### config.mk
export PLATFORM = sky130hd
export DESIGN_NAME = fwp_dev_flat
export DESIGN_NICKNAME = d
export VERILOG_FILES = /design/src/inc/fwp_pkg.sv /design/src/inc/fwp_if.sv /design/src/core/fwp_dev.sv /design/src/flat_wrapper.sv
export VERILOG_INCLUDE_DIRS = /design/src /design/src/inc
export SDC_FILE = /design/constraint.sdc
export NUM_CORES = 1
export LEC_CHECK = 0
export BUFFER_PORTS_ARGS = -buffer_cell sky130_fd_sc_hd__clkbuf_2
export CORE_AREA = 2 2 94 96
export DETAILED_ROUTE_END_ITERATION = 6
export DIE_AREA = 0 0 96 98
export GPL_TIMING_DRIVEN = 0
export HOLD_SLACK_MARGIN = 0.15
export MAX_ROUTING_LAYER = met4
export SYNTH_ARGS = -nofsm -noshare
export SYNTH_HDL_FRONTEND = slang
export SYNTH_SLANG_ARGS = --single-unit
### constraint.sdc
create_clock -name clk -period 2.2 [get_ports clk]
set_input_delay 0.33 -clock clk [delete_from_list [all_inputs] [get_ports clk]]
set_output_delay 0.33 -clock clk [all_outputs]
set_load 0.01 [all_outputs]
### src/inc/fwp_map.svh
`ifndef FWP_MAP_SVH
`define FWP_MAP_SVH
// opcodes seen on the link
`define FWP_OP_LATCH_SET 8'h06
`define FWP_OP_LATCH_CLR 8'h04
`define FWP_OP_SR_ARM 8'h50
`define FWP_OP_SR_WRITE 8'h01
`define FWP_OP_JEDEC_ID 8'h9F
`define FWP_OP_LEGACY_ID_A 8'h90
`define FWP_OP_LEGACY_ID_B 8'hAB
// bit counts of complete command frames, plus the last address bit and the start of legacy output
`define FWP_LEN_OPCODE 8'h08
`define FWP_LEN_SR_BYTE 8'h10
`define FWP_LEN_SR_WORD 8'h18
`define FWP_LEN_ADDR_END 8'h1F
`define FWP_LEN_LEGACY_OUT 8'h20
// main status register fields
`define FWP_SR_LATCH 1
`define FWP_SR_BP_LO 2
`define FWP_SR_BP_HI 4
`define FWP_SR_AUTO_INC 6
`define FWP_SR_LOCK 7
`define FWP_SR_RESET 8'h00
// secondary status register: top and bottom protect are writable
`define FWP_SR1_WMASK 8'h18
`define FWP_SR1_RESET 8'h00
// synchroniser reset: {wp_n, mosi, sck, cs_n}
`define FWP_PIN_RESET 4'b1001
// host register byte offsets
`define FWP_REG_CTRL 4'h0
`define FWP_REG_TXD 4'h4
`define FWP_REG_RXD 4'h8
`define FWP_REG_STAT 4'hC
// host control field positions
`define FWP_CTRL_NB_LO 8
`define FWP_CTRL_NB_HI 13
`define FWP_CTRL_START 16
`define FWP_CTRL_WP 24
`define FWP_CTRL_RESET 32'h0100_0000
`define FWP_HALF_DEFAULT 8
`endif

### src/inc/fwp_pkg.sv
`default_nettype none
package fwp_pkg;
    typedef enum logic [1:0] {
        DS_DESELECT,
        DS_OPCODE,
        DS_BODY
    } fwp_dev_st_t;
    typedef enum logic [2:0] {
        HS_IDLE,
        HS_LEAD,
        HS_XFER,
        HS_TRAIL,
        HS_GAP
    } fwp_host_st_t;
endpackage
`default_nettype wire

### src/inc/fwp_if.sv
`timescale 1ns/1ns
`default_nettype none
interface fwp_if;
    logic cs_n;
    logic sck;
    logic mosi;
    logic wp_n;
    logic miso_o;
    logic miso_oe;
    wire logic miso;
    // released output reads as a pulled-up line
    assign miso = miso_oe ? miso_o : 1'b1;
    modport dev (input cs_n, input sck, input mosi, input wp_n, output miso_o, output miso_oe);
    modport host (output cs_n, output sck, output mosi, output wp_n, input miso);
endinterface
`default_nettype wire

### src/core/fwp_dev.sv
`timescale 1ns/1ns
`default_nettype none
`include "fwp_map.svh"
module fwp_dev
    import fwp_pkg::*;
#(
    parameter logic [7:0] MFR_CODE = 8'h5A,  // arbitrary value
    parameter logic [7:0] TYPE_CODE = 8'h3C, // arbitrary value
    parameter logic [7:0] CAP_CODE = 8'h17   // arbitrary value
) (
    input wire logic clk,
    input wire logic rst_n,
    fwp_if.dev link,
    input wire logic auto_inc_set,
    output logic [7:0] status_ff,
    output logic [7:0] status1_ff,
    output logic sr_armed_ff
);
    logic [3:0] pin_in;
    logic [3:0] s1_ff;
    logic [3:0] s2_ff;
    logic [3:0] s3_ff;
    logic [3:0] stab_ff;
    logic [3:0] prev_ff;
    logic cs_rise;
    logic cs_fall;
    logic sck_rise;
    logic sck_fall;
    logic mosi_s;
    logic wp_low;
    fwp_dev_st_t st_ff;
    logic [7:0] cnt_ff;
    logic [7:0] shift_ff;
    logic [7:0] opcode_ff;
    logic [7:0] data0_ff;
    logic [7:0] data1_ff;
    logic addr_lsb_ff;
    logic miso_ff;
    logic miso_oe_ff;
    logic is_legacy;
    logic out_phase;
    logic [7:0] id_byte;
    logic done;
    logic sr_len_ok;
    logic sr_allowed;
    logic sr_locked;
    localparam logic [3:0] PIN_RST = `FWP_PIN_RESET;

    assign pin_in = {link.wp_n, link.mosi, link.sck, link.cs_n};

    // three-stage sync; level accepted once stages two and three agree
    always_ff @(posedge clk) begin
        if (!rst_n) begin
            s1_ff <= `FWP_PIN_RESET;
            s2_ff <= `FWP_PIN_RESET;
            s3_ff <= `FWP_PIN_RESET;
        end else begin
            s1_ff <= pin_in;
            s2_ff <= s1_ff;
            s3_ff <= s2_ff;
        end
    end

    for (genvar i = 0; i < 4; i++) begin : g_stab
        always_ff @(posedge clk) begin
            if (!rst_n) begin
                stab_ff[i] <= PIN_RST[i];
                prev_ff[i] <= PIN_RST[i];
            end else begin
                if (s2_ff[i] == s3_ff[i]) begin
                    stab_ff[i] <= s3_ff[i];
                end
                prev_ff[i] <= stab_ff[i];
            end
        end
    end

    // edge events of the sampled link
    assign cs_rise = stab_ff[0] & ~prev_ff[0];
    assign cs_fall = ~stab_ff[0] & prev_ff[0];
    assign sck_rise = stab_ff[1] & ~prev_ff[1] & ~stab_ff[0];
    assign sck_fall = ~stab_ff[1] & prev_ff[1] & ~stab_ff[0];
    assign mosi_s = stab_ff[2];
    assign wp_low = ~stab_ff[3];

    // frame tracking: chip-enable high always returns to deselect
    always_ff @(posedge clk) begin
        if (!rst_n) begin
            st_ff <= DS_DESELECT;
        end else if (stab_ff[0]) begin
            st_ff <= DS_DESELECT;
        end else if (cs_fall) begin
            st_ff <= DS_OPCODE;
        end else if (sck_rise && st_ff == DS_OPCODE && cnt_ff == `FWP_LEN_OPCODE - 8'h01) begin
            st_ff <= DS_BODY;
        end
    end

    // input shifter, msb first on rising sck
    always_ff @(posedge clk) begin
        if (!rst_n) begin
            cnt_ff <= 8'h00;
            shift_ff <= 8'h00;
            opcode_ff <= 8'h00;
            data0_ff <= 8'h00;
            data1_ff <= 8'h00;
            addr_lsb_ff <= 1'b0;
        end else if (cs_fall) begin
            cnt_ff <= 8'h00;
        end else if (sck_rise) begin
            cnt_ff <= cnt_ff + 8'h01; // wraps; legacy output uses bit 3 for parity but also needs the count at or above 0x20
            shift_ff <= {shift_ff[6:0], mosi_s};
            if (cnt_ff == `FWP_LEN_OPCODE - 8'h01) begin
                opcode_ff <= {shift_ff[6:0], mosi_s};
            end
            if (cnt_ff == `FWP_LEN_SR_BYTE - 8'h01) begin
                data0_ff <= {shift_ff[6:0], mosi_s};
            end
            if (cnt_ff == `FWP_LEN_SR_WORD - 8'h01) begin
                data1_ff <= {shift_ff[6:0], mosi_s};
            end
            if (cnt_ff == `FWP_LEN_ADDR_END) begin
                addr_lsb_ff <= mosi_s;
            end
        end
    end

    // command decode evaluated at the frame end
    assign done = cs_rise && st_ff == DS_BODY;
    assign sr_len_ok = cnt_ff == `FWP_LEN_SR_BYTE || cnt_ff == `FWP_LEN_SR_WORD;
    assign sr_allowed = status_ff[`FWP_SR_LATCH] | sr_armed_ff;
    assign sr_locked = wp_low & status_ff[`FWP_SR_LOCK];

    // arm lasts exactly one following command
    always_ff @(posedge clk) begin
        if (!rst_n) begin
            sr_armed_ff <= 1'b0;
        end else if (done) begin
            sr_armed_ff <= opcode_ff == `FWP_OP_SR_ARM && cnt_ff == `FWP_LEN_OPCODE;
        end
    end

    // status registers; auto-increment set from programming logic wins over a clear
    always_ff @(posedge clk) begin
        if (!rst_n) begin
            status_ff <= `FWP_SR_RESET;
            status1_ff <= `FWP_SR1_RESET;
        end else begin
            if (done && cnt_ff == `FWP_LEN_OPCODE) begin
                case (opcode_ff)
                    `FWP_OP_LATCH_SET: status_ff[`FWP_SR_LATCH] <= 1'b1;
                    `FWP_OP_LATCH_CLR: begin
                        // only the latch and auto-increment bits drop; an internal program runs on
                        status_ff[`FWP_SR_LATCH] <= 1'b0;
                        status_ff[`FWP_SR_AUTO_INC] <= 1'b0;
                    end
                    default: ;
                endcase
            end
            if (done && opcode_ff == `FWP_OP_SR_WRITE && sr_len_ok && sr_allowed) begin
                status_ff[`FWP_SR_LATCH] <= 1'b0;
                if (!sr_locked) begin
                    // one write may lock and change protection together
                    status_ff[`FWP_SR_BP_HI:`FWP_SR_BP_LO] <=
                        data0_ff[`FWP_SR_BP_HI:`FWP_SR_BP_LO];
                    status_ff[`FWP_SR_LOCK] <= wp_low ?
                        (status_ff[`FWP_SR_LOCK] | data0_ff[`FWP_SR_LOCK]) :
                        data0_ff[`FWP_SR_LOCK];
                    if (cnt_ff == `FWP_LEN_SR_WORD) begin
                        status1_ff <= (status1_ff & ~`FWP_SR1_WMASK) |
                            (data1_ff & `FWP_SR1_WMASK);
                    end
                end
            end
            if (auto_inc_set) begin
                status_ff[`FWP_SR_AUTO_INC] <= 1'b1;
            end
        end
    end

    // identification byte for the current output slot
    assign is_legacy = opcode_ff == `FWP_OP_LEGACY_ID_A || opcode_ff == `FWP_OP_LEGACY_ID_B;
    always_comb begin
        id_byte = 8'h00;
        out_phase = 1'b0;
        if (opcode_ff == `FWP_OP_JEDEC_ID) begin
            out_phase = 1'b1;
            case (cnt_ff[7:3])
                5'h01: id_byte = MFR_CODE;
                5'h02: id_byte = TYPE_CODE;
                5'h03: id_byte = CAP_CODE;
                default: id_byte = 8'h00;
            endcase
        end else if (is_legacy && cnt_ff >= `FWP_LEN_LEGACY_OUT) begin
            out_phase = 1'b1;
            id_byte = (cnt_ff[3] ^ addr_lsb_ff) ? CAP_CODE : MFR_CODE;
        end
    end

    // output shifts on falling sck, released as soon as chip enable rises
    always_ff @(posedge clk) begin
        if (!rst_n) begin
            miso_ff <= 1'b0;
            miso_oe_ff <= 1'b0;
        end else if (stab_ff[0]) begin
            miso_oe_ff <= 1'b0;
        end else if (sck_fall && st_ff == DS_BODY && out_phase) begin
            miso_ff <= id_byte[~cnt_ff[2:0]];
            miso_oe_ff <= 1'b1;
        end
    end

    assign link.miso_o = miso_ff;
    assign link.miso_oe = miso_oe_ff;
endmodule
`default_nettype wire

### src/flat_wrapper.sv
// flat-port wrapper written by rule: the top's interface ports become plain ports
module fwp_dev_flat import fwp_pkg::*;
#(
    parameter logic [7:0] MFR_CODE = 8'h5A,                    
    parameter logic [7:0] TYPE_CODE = 8'h3C,                   
    parameter logic [7:0] CAP_CODE = 8'h17                     
)
  (clk, rst_n, auto_inc_set, status_ff, status1_ff, sr_armed_ff, link_cs_n, link_sck, link_mosi, link_wp_n, link_miso_o, link_miso_oe);
  fwp_if link_i ();
  input wire logic clk;
  input wire logic rst_n;
  input wire logic auto_inc_set;
  output logic [7:0] status_ff;
  output logic [7:0] status1_ff;
  output logic sr_armed_ff;
  input wire logic [$bits(link_i.cs_n)-1:0] link_cs_n;
  input wire logic [$bits(link_i.sck)-1:0] link_sck;
  input wire logic [$bits(link_i.mosi)-1:0] link_mosi;
  input wire logic [$bits(link_i.wp_n)-1:0] link_wp_n;
  output wire logic [$bits(link_i.miso_o)-1:0] link_miso_o;
  output wire logic [$bits(link_i.miso_oe)-1:0] link_miso_oe;
  assign link_i.cs_n = link_cs_n;
  assign link_i.sck = link_sck;
  assign link_i.mosi = link_mosi;
  assign link_i.wp_n = link_wp_n;
  assign link_miso_o = link_i.miso_o;
  assign link_miso_oe = link_i.miso_oe;
  fwp_dev #(.MFR_CODE(MFR_CODE), .TYPE_CODE(TYPE_CODE), .CAP_CODE(CAP_CODE)) u_core (.clk(clk), .rst_n(rst_n), .link(link_i), .auto_inc_set(auto_inc_set), .status_ff(status_ff), .status1_ff(status1_ff), .sr_armed_ff(sr_armed_ff));
endmodule
==> out/metrics.yaml, run 1 <==
critical_path:
  cp-start-kind: "flip-flop"
  max_stage_delay_ns: 0.57
  crit_required_ns: 2.47
  arrival_ns: 2.32
  cp_slowest_cell: "or4b_4"
  path_cells: "inv_1, ha_1, nor2b_2, nand3_2, or4b_4, buf_6, nor2_4, mux2i_1"
  critPathCaptureType: "flip-flop"
  criticalPathCategory: "reg2reg"
  path_max_fanout: 8
yosys:
  ys_warn_count: 0
  synth.most_common_cell: "dfxtp_1"
  syn_inst: 280
  synth_commonest_cells: "61 x dfxtp_1, 39 x nor2_1, 33 x nand2_1"
  synth_top_cell_by_area: "dfxtp_1"
  synthFlopType: "dfxtp_1"
  syn_area_sq_um: 2550
  yosys-top-cells-area: "dfxtp_1 48%, nor2_1 5.7%, mux2i_1 5.5%"
  seq_area_frac_synth_pct: 47.8
  synth_seq_cells: 61
  synth.top_cell.area_share_pct: 47.8
  synth_async_sr_flop_share_pct: 0
  synth_edf_count: 0
  synth.distinct_cells: 50
  avgSynthCellArea_sq_um: 9.12
timing:
  setup_viol: 0
  slew_violations: 0
  min_period_over_period_pct: 93.3
  worst_slack_ns: 0.147
  fin_worst_skew_ns: 0.00497
  whs_ns: 0.169
  rsz0062_at_grt: "no"
  fin_tns_setup_ns: 0
  worst_pin_slew_ns: 0.675
  hold_violations: 0
  fin_crit_ns: 2.05
  relSlewSlack_pct: 54.7
  fmax_ghz: 0.487
run:
  drv_cap: 0
detailed_routing:
  routed_wl_um: 5470
  drc: 0
  wire_per_inst_um: 12.8
  highest-signal-layer: "met4"
  drtIter0Drc: 117
  wl_met3_um: 285
  firstDrtPassIters: 4
  postRouteAntennaNets: 0
  routedLengthMet1_um: 2530
  viasPerCell: 4.69
  vias: 2006
  wl_met2_um: 2510
pwr:
  p_per_area_nw_per_um2: 733
  vdd_drop_max_uv: 434
  static-leakage-power_uw: 0.00117
cts:
  root_buffer: "clkbuf_8"
  cts_sinks: 61
  htreeDepth: 3
  insertion_delay_ns: 0.34
  numCtsBuffers: 9
  clk_path_buf_depth: 2
  postCtsHoldBufs: 0
  cts_tree: "done"
  clk_pin_slew_ns: 0.07
worst_hold_path:
  hold_class: "in2reg"
place:
  port_buffers: 17
  dpl.hpwl_um: 3970
  gp_congestion: 0.801
  post-place-cells: 412
  dp_slack_ns: 0.116
cells_and_area:
  n_antenna_cell: 0
  post-route-util_pct: 35.7
  drive_gt1_share_pct: 16.9
  filler_cell_count: 863
  nets: 324
  fin_cells: 428
  area_growth_pct: 18.2
grt:
  grt_pass1_wl_um: 9240
  grt_use_total_pct: 13.2
  grt_max_degree: 11
  grt_pass1_vias: 1844
  antenna_found_initial: 0
  gr-total-overflow: 0
die:
  die_h_um: 98
  die_w_um: 96
  dieArea_sq_um: 9410
  core-area_sq_um: 8470
  rows: 34
  io_pins: 26
  start_util_pct: 30.2
status:
  outcome: "finished, final reports clean"
==> cells by family after synthesis <==
logic type               share of synthesized area, %
multiplexers                                     5.49
AND/OR/NAND/NOR                                  27.6
other                                           0.147
XOR/XNOR                                         2.40
adder cells (fa/ha/maj)                         0.980
flip-flops                                       47.8
buffers and inverters                            5.00
AO/OA/AOI/OAI                                    10.5
==> cells in the final DEF (no fill, tap or decap), drive strengths merged, types with 8 or more instances in the layout <==
cell	netlist	final
a22oi	8	8
dfxtp	61	61
a21oi	19	19
buf	11	11
clkbuf	6	36
nor2	40	40
mux2i	14	14
nand2b	8	8
conb	1	8
nand2	33	33
==> area by class of cell <==
class | count | area, sq um | share of cell area (%)
multi-input combinational | 204 | 1240 | 41.0
sequential | 61 | 1220 | 40.4
clock buffer | 13 | 169 | 5.59
tap | 108 | 135 | 4.48
buffer | 17 | 109 | 3.61
timing repair buffer | 17 | 85.1 | 2.82
clock inverter | 3 | 42.5 | 1.41
inverter | 5 | 18.8 | 0.622
==> where the power goes <==
group | switching [uW] | leakage [uW] | internal [uW]
registers | 3.91 | 0.000494 | 1110
logic | 32.1 | 0.000574 | 21.7
clock network | 426 | 0.000106 | 614
==> worst paths after layout <==
check | start | to | slack [ns] | depth (start not counted)
hold / removal | link_wp_n | u_core.s1_ff[3] | 0.17 | 2
setup reg to reg | u_core.cnt_ff[0] | u_core.status1_ff[4] | 0.15 | 8
setup / recovery | u_core.cnt_ff[0] | u_core.status1_ff[4] | 0.15 | 8
hold reg to reg | u_core.s1_ff[0] | u_core.s2_ff[0] | 0.41 | 1
==> critical path: cells and delay by family, from the launching register on <==
| kind | cells | cell delay [ns] |
|---|---|---|
| and+or+nand+nor | 4 | 0.98 |
| DFF | 1 | 0.39 |
| buffers and inverters | 2 | 0.28 |
| muxes | 1 | 0.19 |
| adders and majority gates | 1 | 0.14 |
==> state kept, by name, summed over array words and instances, names as in the netlist <==
name and count:
u_core.addr_lsb_ff 1, u_core.cnt_ff 8, u_core.data0_ff 4, u_core.data1_ff 2, u_core.link.miso_o 1, u_core.link.miso_oe 1, u_core.mosi_s 1, u_core.opcode_ff 8
u_core.prev_ff 2, u_core.s1_ff 4, u_core.s2_ff 4, u_core.s3_ff 4, u_core.shift_ff 7, u_core.sr_armed_ff 1, u_core.st_ff 2, u_core.stab_ff 3
u_core.status1_ff 2, u_core.status_ff 6
==> timing repair <==
action / in CTS / in global routing
buffers inserted: 0 / 0
resized for setup: 0 / 2
endpoints found under the setup margin: 0 / 9
==> metrics by stage <==
| step | instance area [sq um] | total power, uW |
|---|---|---|
| 6_report | 3020 | 2210 |
| 5_1_grt | 3020 | 2290 |
| 4_1_cts | 3010 | 2240 |
| 3_5_place_dp | 2800 | 1200 |
| 3_3_place_gp | 2800 | 1200 |
| 2_1_floorplan | 2580 | 1180 |
==> metal layers <==
layer | up-vias | global-route usage, %
met4 | 0 | 5.60
met2 | 56 | 19.0
met3 | 10 | 4.71
li1 | 1024 | -
met1 | 916 | 16.7
met5 | - | -
No activity file was read; power rests on OpenSTA's default activity.
==> inputs of run 2 (changes only) <==
--- a/config.mk
+++ b/config.mk
@@ -12,7 +12,6 @@
 export DIE_AREA = 0 0 96 98
 export GPL_TIMING_DRIVEN = 0
 export HOLD_SLACK_MARGIN = 0.15
-export MAX_ROUTING_LAYER = met4
 export SYNTH_ARGS = -nofsm -noshare
 export SYNTH_HDL_FRONTEND = slang
 export SYNTH_SLANG_ARGS = --single-unit
==> out/metrics.yaml, run 2 (synthesized netlist as in run 1, its figures left out) <==
status:
  outcome: "finished, final reports clean"
die:
  io_pins: 26  # unchanged
  die_h_um: 98  # unchanged
  core-area_sq_um: 8470  # unchanged
  start_util_pct: 30.2  # unchanged
  rows: 34  # unchanged
  dieArea_sq_um: 9410  # unchanged
  die_w_um: 96  # unchanged
critical_path:
  criticalPathCategory: "reg2reg"
  r2r-start: "u_core.cnt_ff[0]"
  path_max_fanout: 8  # unchanged
  worstReg2RegEnd: "u_core.status1_ff[4]"
  cp_slowest_cell: "or4b_4"
  arrival_ns: 2.33  # about the same
  cpLargestDelayFamily: "simple AND/OR/NAND/NOR gates"
  path_cells: "inv_1, ha_1, nor2b_2, nand3_2, or4b_4, buf_6, nor2_4, mux2i_1"
  max_stage_delay_ns: 0.57  # about the same
  crit_required_ns: 2.47  # about the same
  critPathCaptureType: "flip-flop"
  path_buf_inv: 2  # unchanged
  r2r_slack_ns: 0.15  # about the same
  cp-start-kind: "flip-flop"
  worst-r2r-cell-count: 8  # unchanged
cts:
  postCtsHoldBufs: 0  # unchanged
  htreeDepth: 3  # unchanged
  clk_pin_slew_ns: 0.07  # about the same
  clk_path_buf_depth: 2  # unchanged
  cts_sinks: 61  # unchanged
  root_buffer: "clkbuf_8"
  cts_tree: "done"
  insertion_delay_ns: 0.34  # about the same
  numCtsBuffers: 9  # unchanged
cells_and_area:
  n_antenna_cell: 0  # unchanged
  mostFrequentLayoutCells: "61 x dfxtp_1, 39 x nor2_1, 33 x nand2_1"
  reg_top3: "u_core.cnt_ff x8, u_core.opcode_ff x8, u_core.shift_ff x7"
  post-route-util_pct: 35.7  # unchanged
  nets: 324  # unchanged
  fin_cells: 428  # unchanged
  area_growth_pct: 18.2  # unchanged
  filler_cell_count: 863  # unchanged
  drive_gt1_share_pct: 16.9  # unchanged
  final_common_cell: "dfxtp_1"
  fin_area_sq_um: 3020  # unchanged
timing:
  min_period_over_period_pct: 93.3  # about the same
  hold_violations: 0  # unchanged
  fin_crit_ns: 2.05  # +0.0000610 ns
  fmax_ghz: 0.487  # about the same
  relSlewSlack_pct: 54.5  # -0.13 points
  fin_worst_skew_ns: 0.00512  # +0.000146 ns
  slew_violations: 0  # unchanged
  rsz0062_at_grt: "no"
  whs_ns: 0.167  # -0.00188 ns
  worst_pin_slew_ns: 0.677  # +0.00187 ns
  fin_tns_setup_ns: 0  # unchanged
  setup_viol: 0  # unchanged
grt:
  antenna_found_initial: 0  # unchanged
  grt_pass1_vias: 1847  # +0.16%
  gr-total-overflow: 0  # unchanged
  grt_max_degree: 11  # unchanged
  grt_pass1_wl_um: 9220  # -0.23%
  grt_use_total_pct: 12.8  # -0.41 points
place:
  postPlaceCellArea_sq_um: 2800  # unchanged
  port_buffers: 17  # unchanged
  post-place-cells: 412  # unchanged
  gp_congestion: 0.790  # -1.4%
  dpl.hpwl_um: 3970  # unchanged
detailed_routing:
  vias: 2004  # -0.10%
  wire_per_inst_um: 12.8  # -0.16%
  postRouteAntennaNets: 0  # unchanged
  routed_wl_um: 5460  # -0.16%
  drtIter0Drc: 114  # -2.6%
  drc: 0  # unchanged
  firstDrtPassIters: 4  # unchanged
  viasPerCell: 4.68  # about the same
pwr:
  vdd_drop_max_uv: 436  # +0.41%
  static-leakage-power_uw: 0.00117  # unchanged
  p_per_area_nw_per_um2: 734  # +0.14%
worst_hold_path:
  hold_class: "in2reg"
  hold_start: "link_wp_n"
  holdPathStages: 2  # unchanged
  holdPathEnd: "u_core.s1_ff[3]"
run:
  drv_cap: 0  # unchanged
run 2: cell counts in the layout (fill, tap and decap cells not counted):
No cell type changed its count.
run 2: repair_timing:
action / CTS / global route
gates resized for setup: 0 / 2
setup buffers: 0 / 0
hold endpoints to repair: 0 / 0
setup endpoints to repair: 0 / 9
run 2: report_power, final:
group	internal (uW)	total, uW	switching (uW)
clock	614	1040	429
sequential	1110	1120	3.91
combinational	21.7	53.8	32.1
run 2: how the worst max path moves through the flow:
stage                     cells past startpoint  slack [ns]        startpoint                    to
after floorplan                               8        0.33  u_core.cnt_ff[0]  u_core.status1_ff[3]
after global routing                          8       0.006  u_core.cnt_ff[1]  u_core.status1_ff[4]
after CTS                                     8        0.08  u_core.cnt_ff[0]  u_core.status1_ff[4]
after global placement                        8        0.09  u_core.cnt_ff[0]  u_core.status1_ff[4]
after detailed placement                      8        0.12  u_core.cnt_ff[0]  u_core.status1_ff[3]
final                                         8        0.15  u_core.cnt_ff[0]  u_core.status1_ff[4]
run 2: worst register-to-register path, stage by stage, from the launching register on:
cell and delay, ns:
dfxtp_1 0.39, inv_1 0.13, ha_1 0.14, nor2b_2 0.16
nand3_2 0.12, or4b_4 0.57, buf_6 0.16, nor2_4 0.13
mux2i_1 0.19
run 2: routing by layer:
metal,vias to the layer above,GRT usage (%),routed length [um]
li1,1025,-,-
met1,917,16.6,2560
met2,51,19.0,2520
met3,11,4.71,258
met4,0,5.60,123
met5,-,0,0
run 2: stage by stage:
step	worst slack [ns]	power, uW
after floorplan	0.332	1180
after global placement	0.0939	1200
after detailed placement	0.116	1200
after CTS	0.0799	2240
after global routing	0.00574	2290
final	0.147	2220
run 2: final cells by class:
| cell class | count | area, sq um | area share (%) |
|---|---|---|---|
| Buffer | 17 | 109 | 3.61 |
| Clock buffer | 13 | 169 | 5.59 |
| Clock inverter | 3 | 42.5 | 1.41 |
| Inverter | 5 | 18.8 | 0.622 |
| Multi-Input combinational cell | 204 | 1240 | 41.0 |
| Sequential cell | 61 | 1220 | 40.4 |
| Tap cell | 108 | 135 | 4.48 |
| Timing Repair Buffer | 17 | 85.1 | 2.82 |
==> inputs of run 3 (changes only) <==
--- a/config.mk
+++ b/config.mk
@@ -12,6 +12,7 @@
 export DIE_AREA = 0 0 96 98
 export GPL_TIMING_DRIVEN = 0
 export HOLD_SLACK_MARGIN = 0.15
+export PLACE_DENSITY_LB_ADDON = 0.12
 export SYNTH_ARGS = -nofsm -noshare
 export SYNTH_HDL_FRONTEND = slang
 export SYNTH_SLANG_ARGS = --single-unit
==> constraint.sdc (replaced) <==
create_clock -name clk -period 2.2 [get_ports clk]
set_input_delay 0.44 -clock clk [delete_from_list [all_inputs] [get_ports clk]]
set_output_delay 0.44 -clock clk [all_outputs]
set_load 0.01 [all_outputs]
==> out/metrics.yaml, run 3 (synthesized netlist as in run 1, its figures left out) <==
timing:
  worst_pin_slew_ns: 0.661  # -0.0167 ns
  setup_viol: 0  # unchanged
  fin_worst_skew_ns: 0.00927  # +0.00415 ns
  hold_violations: 0  # unchanged
  fin_crit_ns: 2.00  # -0.0487 ns
  rsz0062_at_grt: "no"
  fin_tns_setup_ns: 0  # unchanged
  fmax_ghz: 0.499  # +2.4%
  slew_violations: 0  # unchanged
  min_period_over_period_pct: 91.1  # -2.2 points
  relSlewSlack_pct: 55.7  # +1.1 points
grt:
  grt_pass1_wl_um: 9670  # +4.9%
  antenna_found_initial: 0  # unchanged
  gr-total-overflow: 0  # unchanged
  grt_use_total_pct: 13.6  # +0.76 points
  grt_max_degree: 11  # unchanged
  grt_pass1_vias: 1912  # +3.5%
die:
  core-area_sq_um: 8470  # unchanged
  rows: 34  # unchanged
  dieArea_sq_um: 9410  # unchanged
  die_w_um: 96  # unchanged
  start_util_pct: 30.2  # unchanged
  die_h_um: 98  # unchanged
  io_pins: 26  # unchanged
detailed_routing:
  vias: 1957  # -2.3%
  viasPerCell: 4.57  # -2.3%
  drc: 0  # unchanged
  routed_wl_um: 5660  # +3.7%
  postRouteAntennaNets: 0  # unchanged
  firstDrtPassIters: 4  # unchanged
  drtIter0Drc: 130  # +14%
  wire_per_inst_um: 13.2  # +3.7%
cts:
  postCtsHoldBufs: 0  # unchanged
  cts_tree: "done"
  htreeDepth: 3  # unchanged
  insertion_delay_ns: 0.34  # about the same
  clk_path_buf_depth: 2  # unchanged
  root_buffer: "clkbuf_8"
  clk_pin_slew_ns: 0.07  # about the same
  cts_sinks: 61  # unchanged
  numCtsBuffers: 9  # unchanged
pwr:
  clkPwrFrac_pct: 41.7  # -5.4 points
  static-leakage-power_uw: 0.00116  # -1.1%
  p_per_area_nw_per_um2: 676  # -7.8%
  switching_power_uw: 474  # +2.1%
  internal-power_uw: 1540  # -12%
  vdd_drop_max_uv: 324  # -26%
  seqPwrFrac_pct: 55.6  # +5.1 points
  p_comb_share_pct: 2.7  # +0.3 points
  p_sw_share_pct: 23.6  # +2.6 points
cells_and_area:
  nets: 324  # unchanged
  mostFrequentLayoutCells: "59 x dfxtp_1, 39 x nor2_1, 33 x nand2_1"
  area_growth_pct: 16.5
  reg_top3: "u_core.cnt_ff x8, u_core.opcode_ff x8, u_core.shift_ff x7"
  final_common_cell: "dfxtp_1"
  fin_cells: 428  # unchanged
  drive_gt1_share_pct: 17.2  # +0.31 points
  n_antenna_cell: 0  # unchanged
  filler_cell_count: 882  # +2.2%
  multi_input_area_sq_um: 1240  # +0.40%
  regArea_sq_um: 1220  # +0.20%
run:
  drv_cap: 0  # unchanged
place:
  dpl.hpwl_um: 4140  # +4.2%
  gp_congestion: 0.805  # +1.9%
  post-place-cells: 412  # unchanged
  port_buffers: 17  # unchanged
critical_path:
  path_cells: "inv_1, ha_1, nor2b_4, nand3_2, or4b_4, buf_6, nor2_4, mux2i_1"
  crit_required_ns: 2.47  # about the same
  path_buf_inv: 2  # unchanged
  cp_slowest_cell: "or4b_4"
  cp-start-kind: "flip-flop"
  path_max_fanout: 8  # unchanged
  arrival_ns: 2.28  # -0.05 ns
  max_stage_delay_ns: 0.57  # about the same
  critPathCaptureType: "flip-flop"
  cpLargestDelayFamily: "simple AND/OR/NAND/NOR gates"
  criticalPathCategory: "reg2reg"
status:
  outcome: "finished, final reports clean"
worst_hold_path:
  hold_class: "in2reg"
==> run 3: cell count changes in the layout (fill, tap and decap cells not counted), sizes merged <==
cell	change
clkinv	+3
clkbuf	-2
bufinv	-1
==> run 3: final timing paths <==
| check | from | end | slack [ns] | depth (start not counted) |
|---|---|---|---|---|
| hold reg to reg | u_core.s1_ff[3] | u_core.s2_ff[3] | 0.41 | 1 |
| hold / removal | link_wp_n | u_core.s1_ff[3] | 0.28 | 2 |
| setup / recovery | u_core.cnt_ff[0] | u_core.status1_ff[4] | 0.20 | 8 |
| setup reg to reg | u_core.cnt_ff[0] | u_core.status1_ff[4] | 0.20 | 8 |
==> run 3: layer usage <==
metal  vias up  GRT usage (%)  wire (um)
met1       881           18.0       2700
met2        45           20.0       2520
li1       1021              -          -
met4         0           5.16         95
met5         -              0          0
met3        10           4.94        347
==> run 3: layout make-up <==
| cell class | instances | area share (%) |
|---|---|---|
| plain buffers | 17 | 3.66 |
| clock buffers | 11 | 4.42 |
| clock inverters | 5 | 0.926 |
| inverters | 5 | 0.631 |
| multi-input cells | 204 | 41.8 |
| flip-flops and latches | 61 | 41.1 |
| well taps | 108 | 4.54 |
| repair buffers | 17 | 2.86 |
==> run 3: power groups by stage <==
stage          combinational, uW  clock, uW  sequential [uW]
2_1_floorplan               37.3          0             1140
3_3_place_gp                55.0          0             1140
3_5_place_dp                55.3          0             1140
4_1_cts                     55.8        865             1120
5_1_grt                     62.3        920             1120
6_report                    54.3        839             1120
==> run 3: per-stage QoR <==
step / cell area [sq um] / setup slack (ns) / hold WS [ns] / utilization [%] / total power [uW]
final: 2970 / 0.195 / 0.278 / 35.1 / 2010
after global routing: 2970 / 0.0133 / 0.264 / 35.1 / 2100
after CTS: 2960 / 0.0373 / 0.270 / 35.0 / 2040
after detailed placement: 2800 / 0.0927 / 0.392 / 33.1 / 1200
after global placement: 2800 / 0.0493 / 0.393 / 33.1 / 1200
after floorplan: 2580 / 0.332 / 0.386 / - / 1180
==> run 3: what timing repair did <==
item / CTS / global route
resized for setup: 0 / 5
setup buffers: 0 / 0
endpoints found under the setup margin: 0 / 12
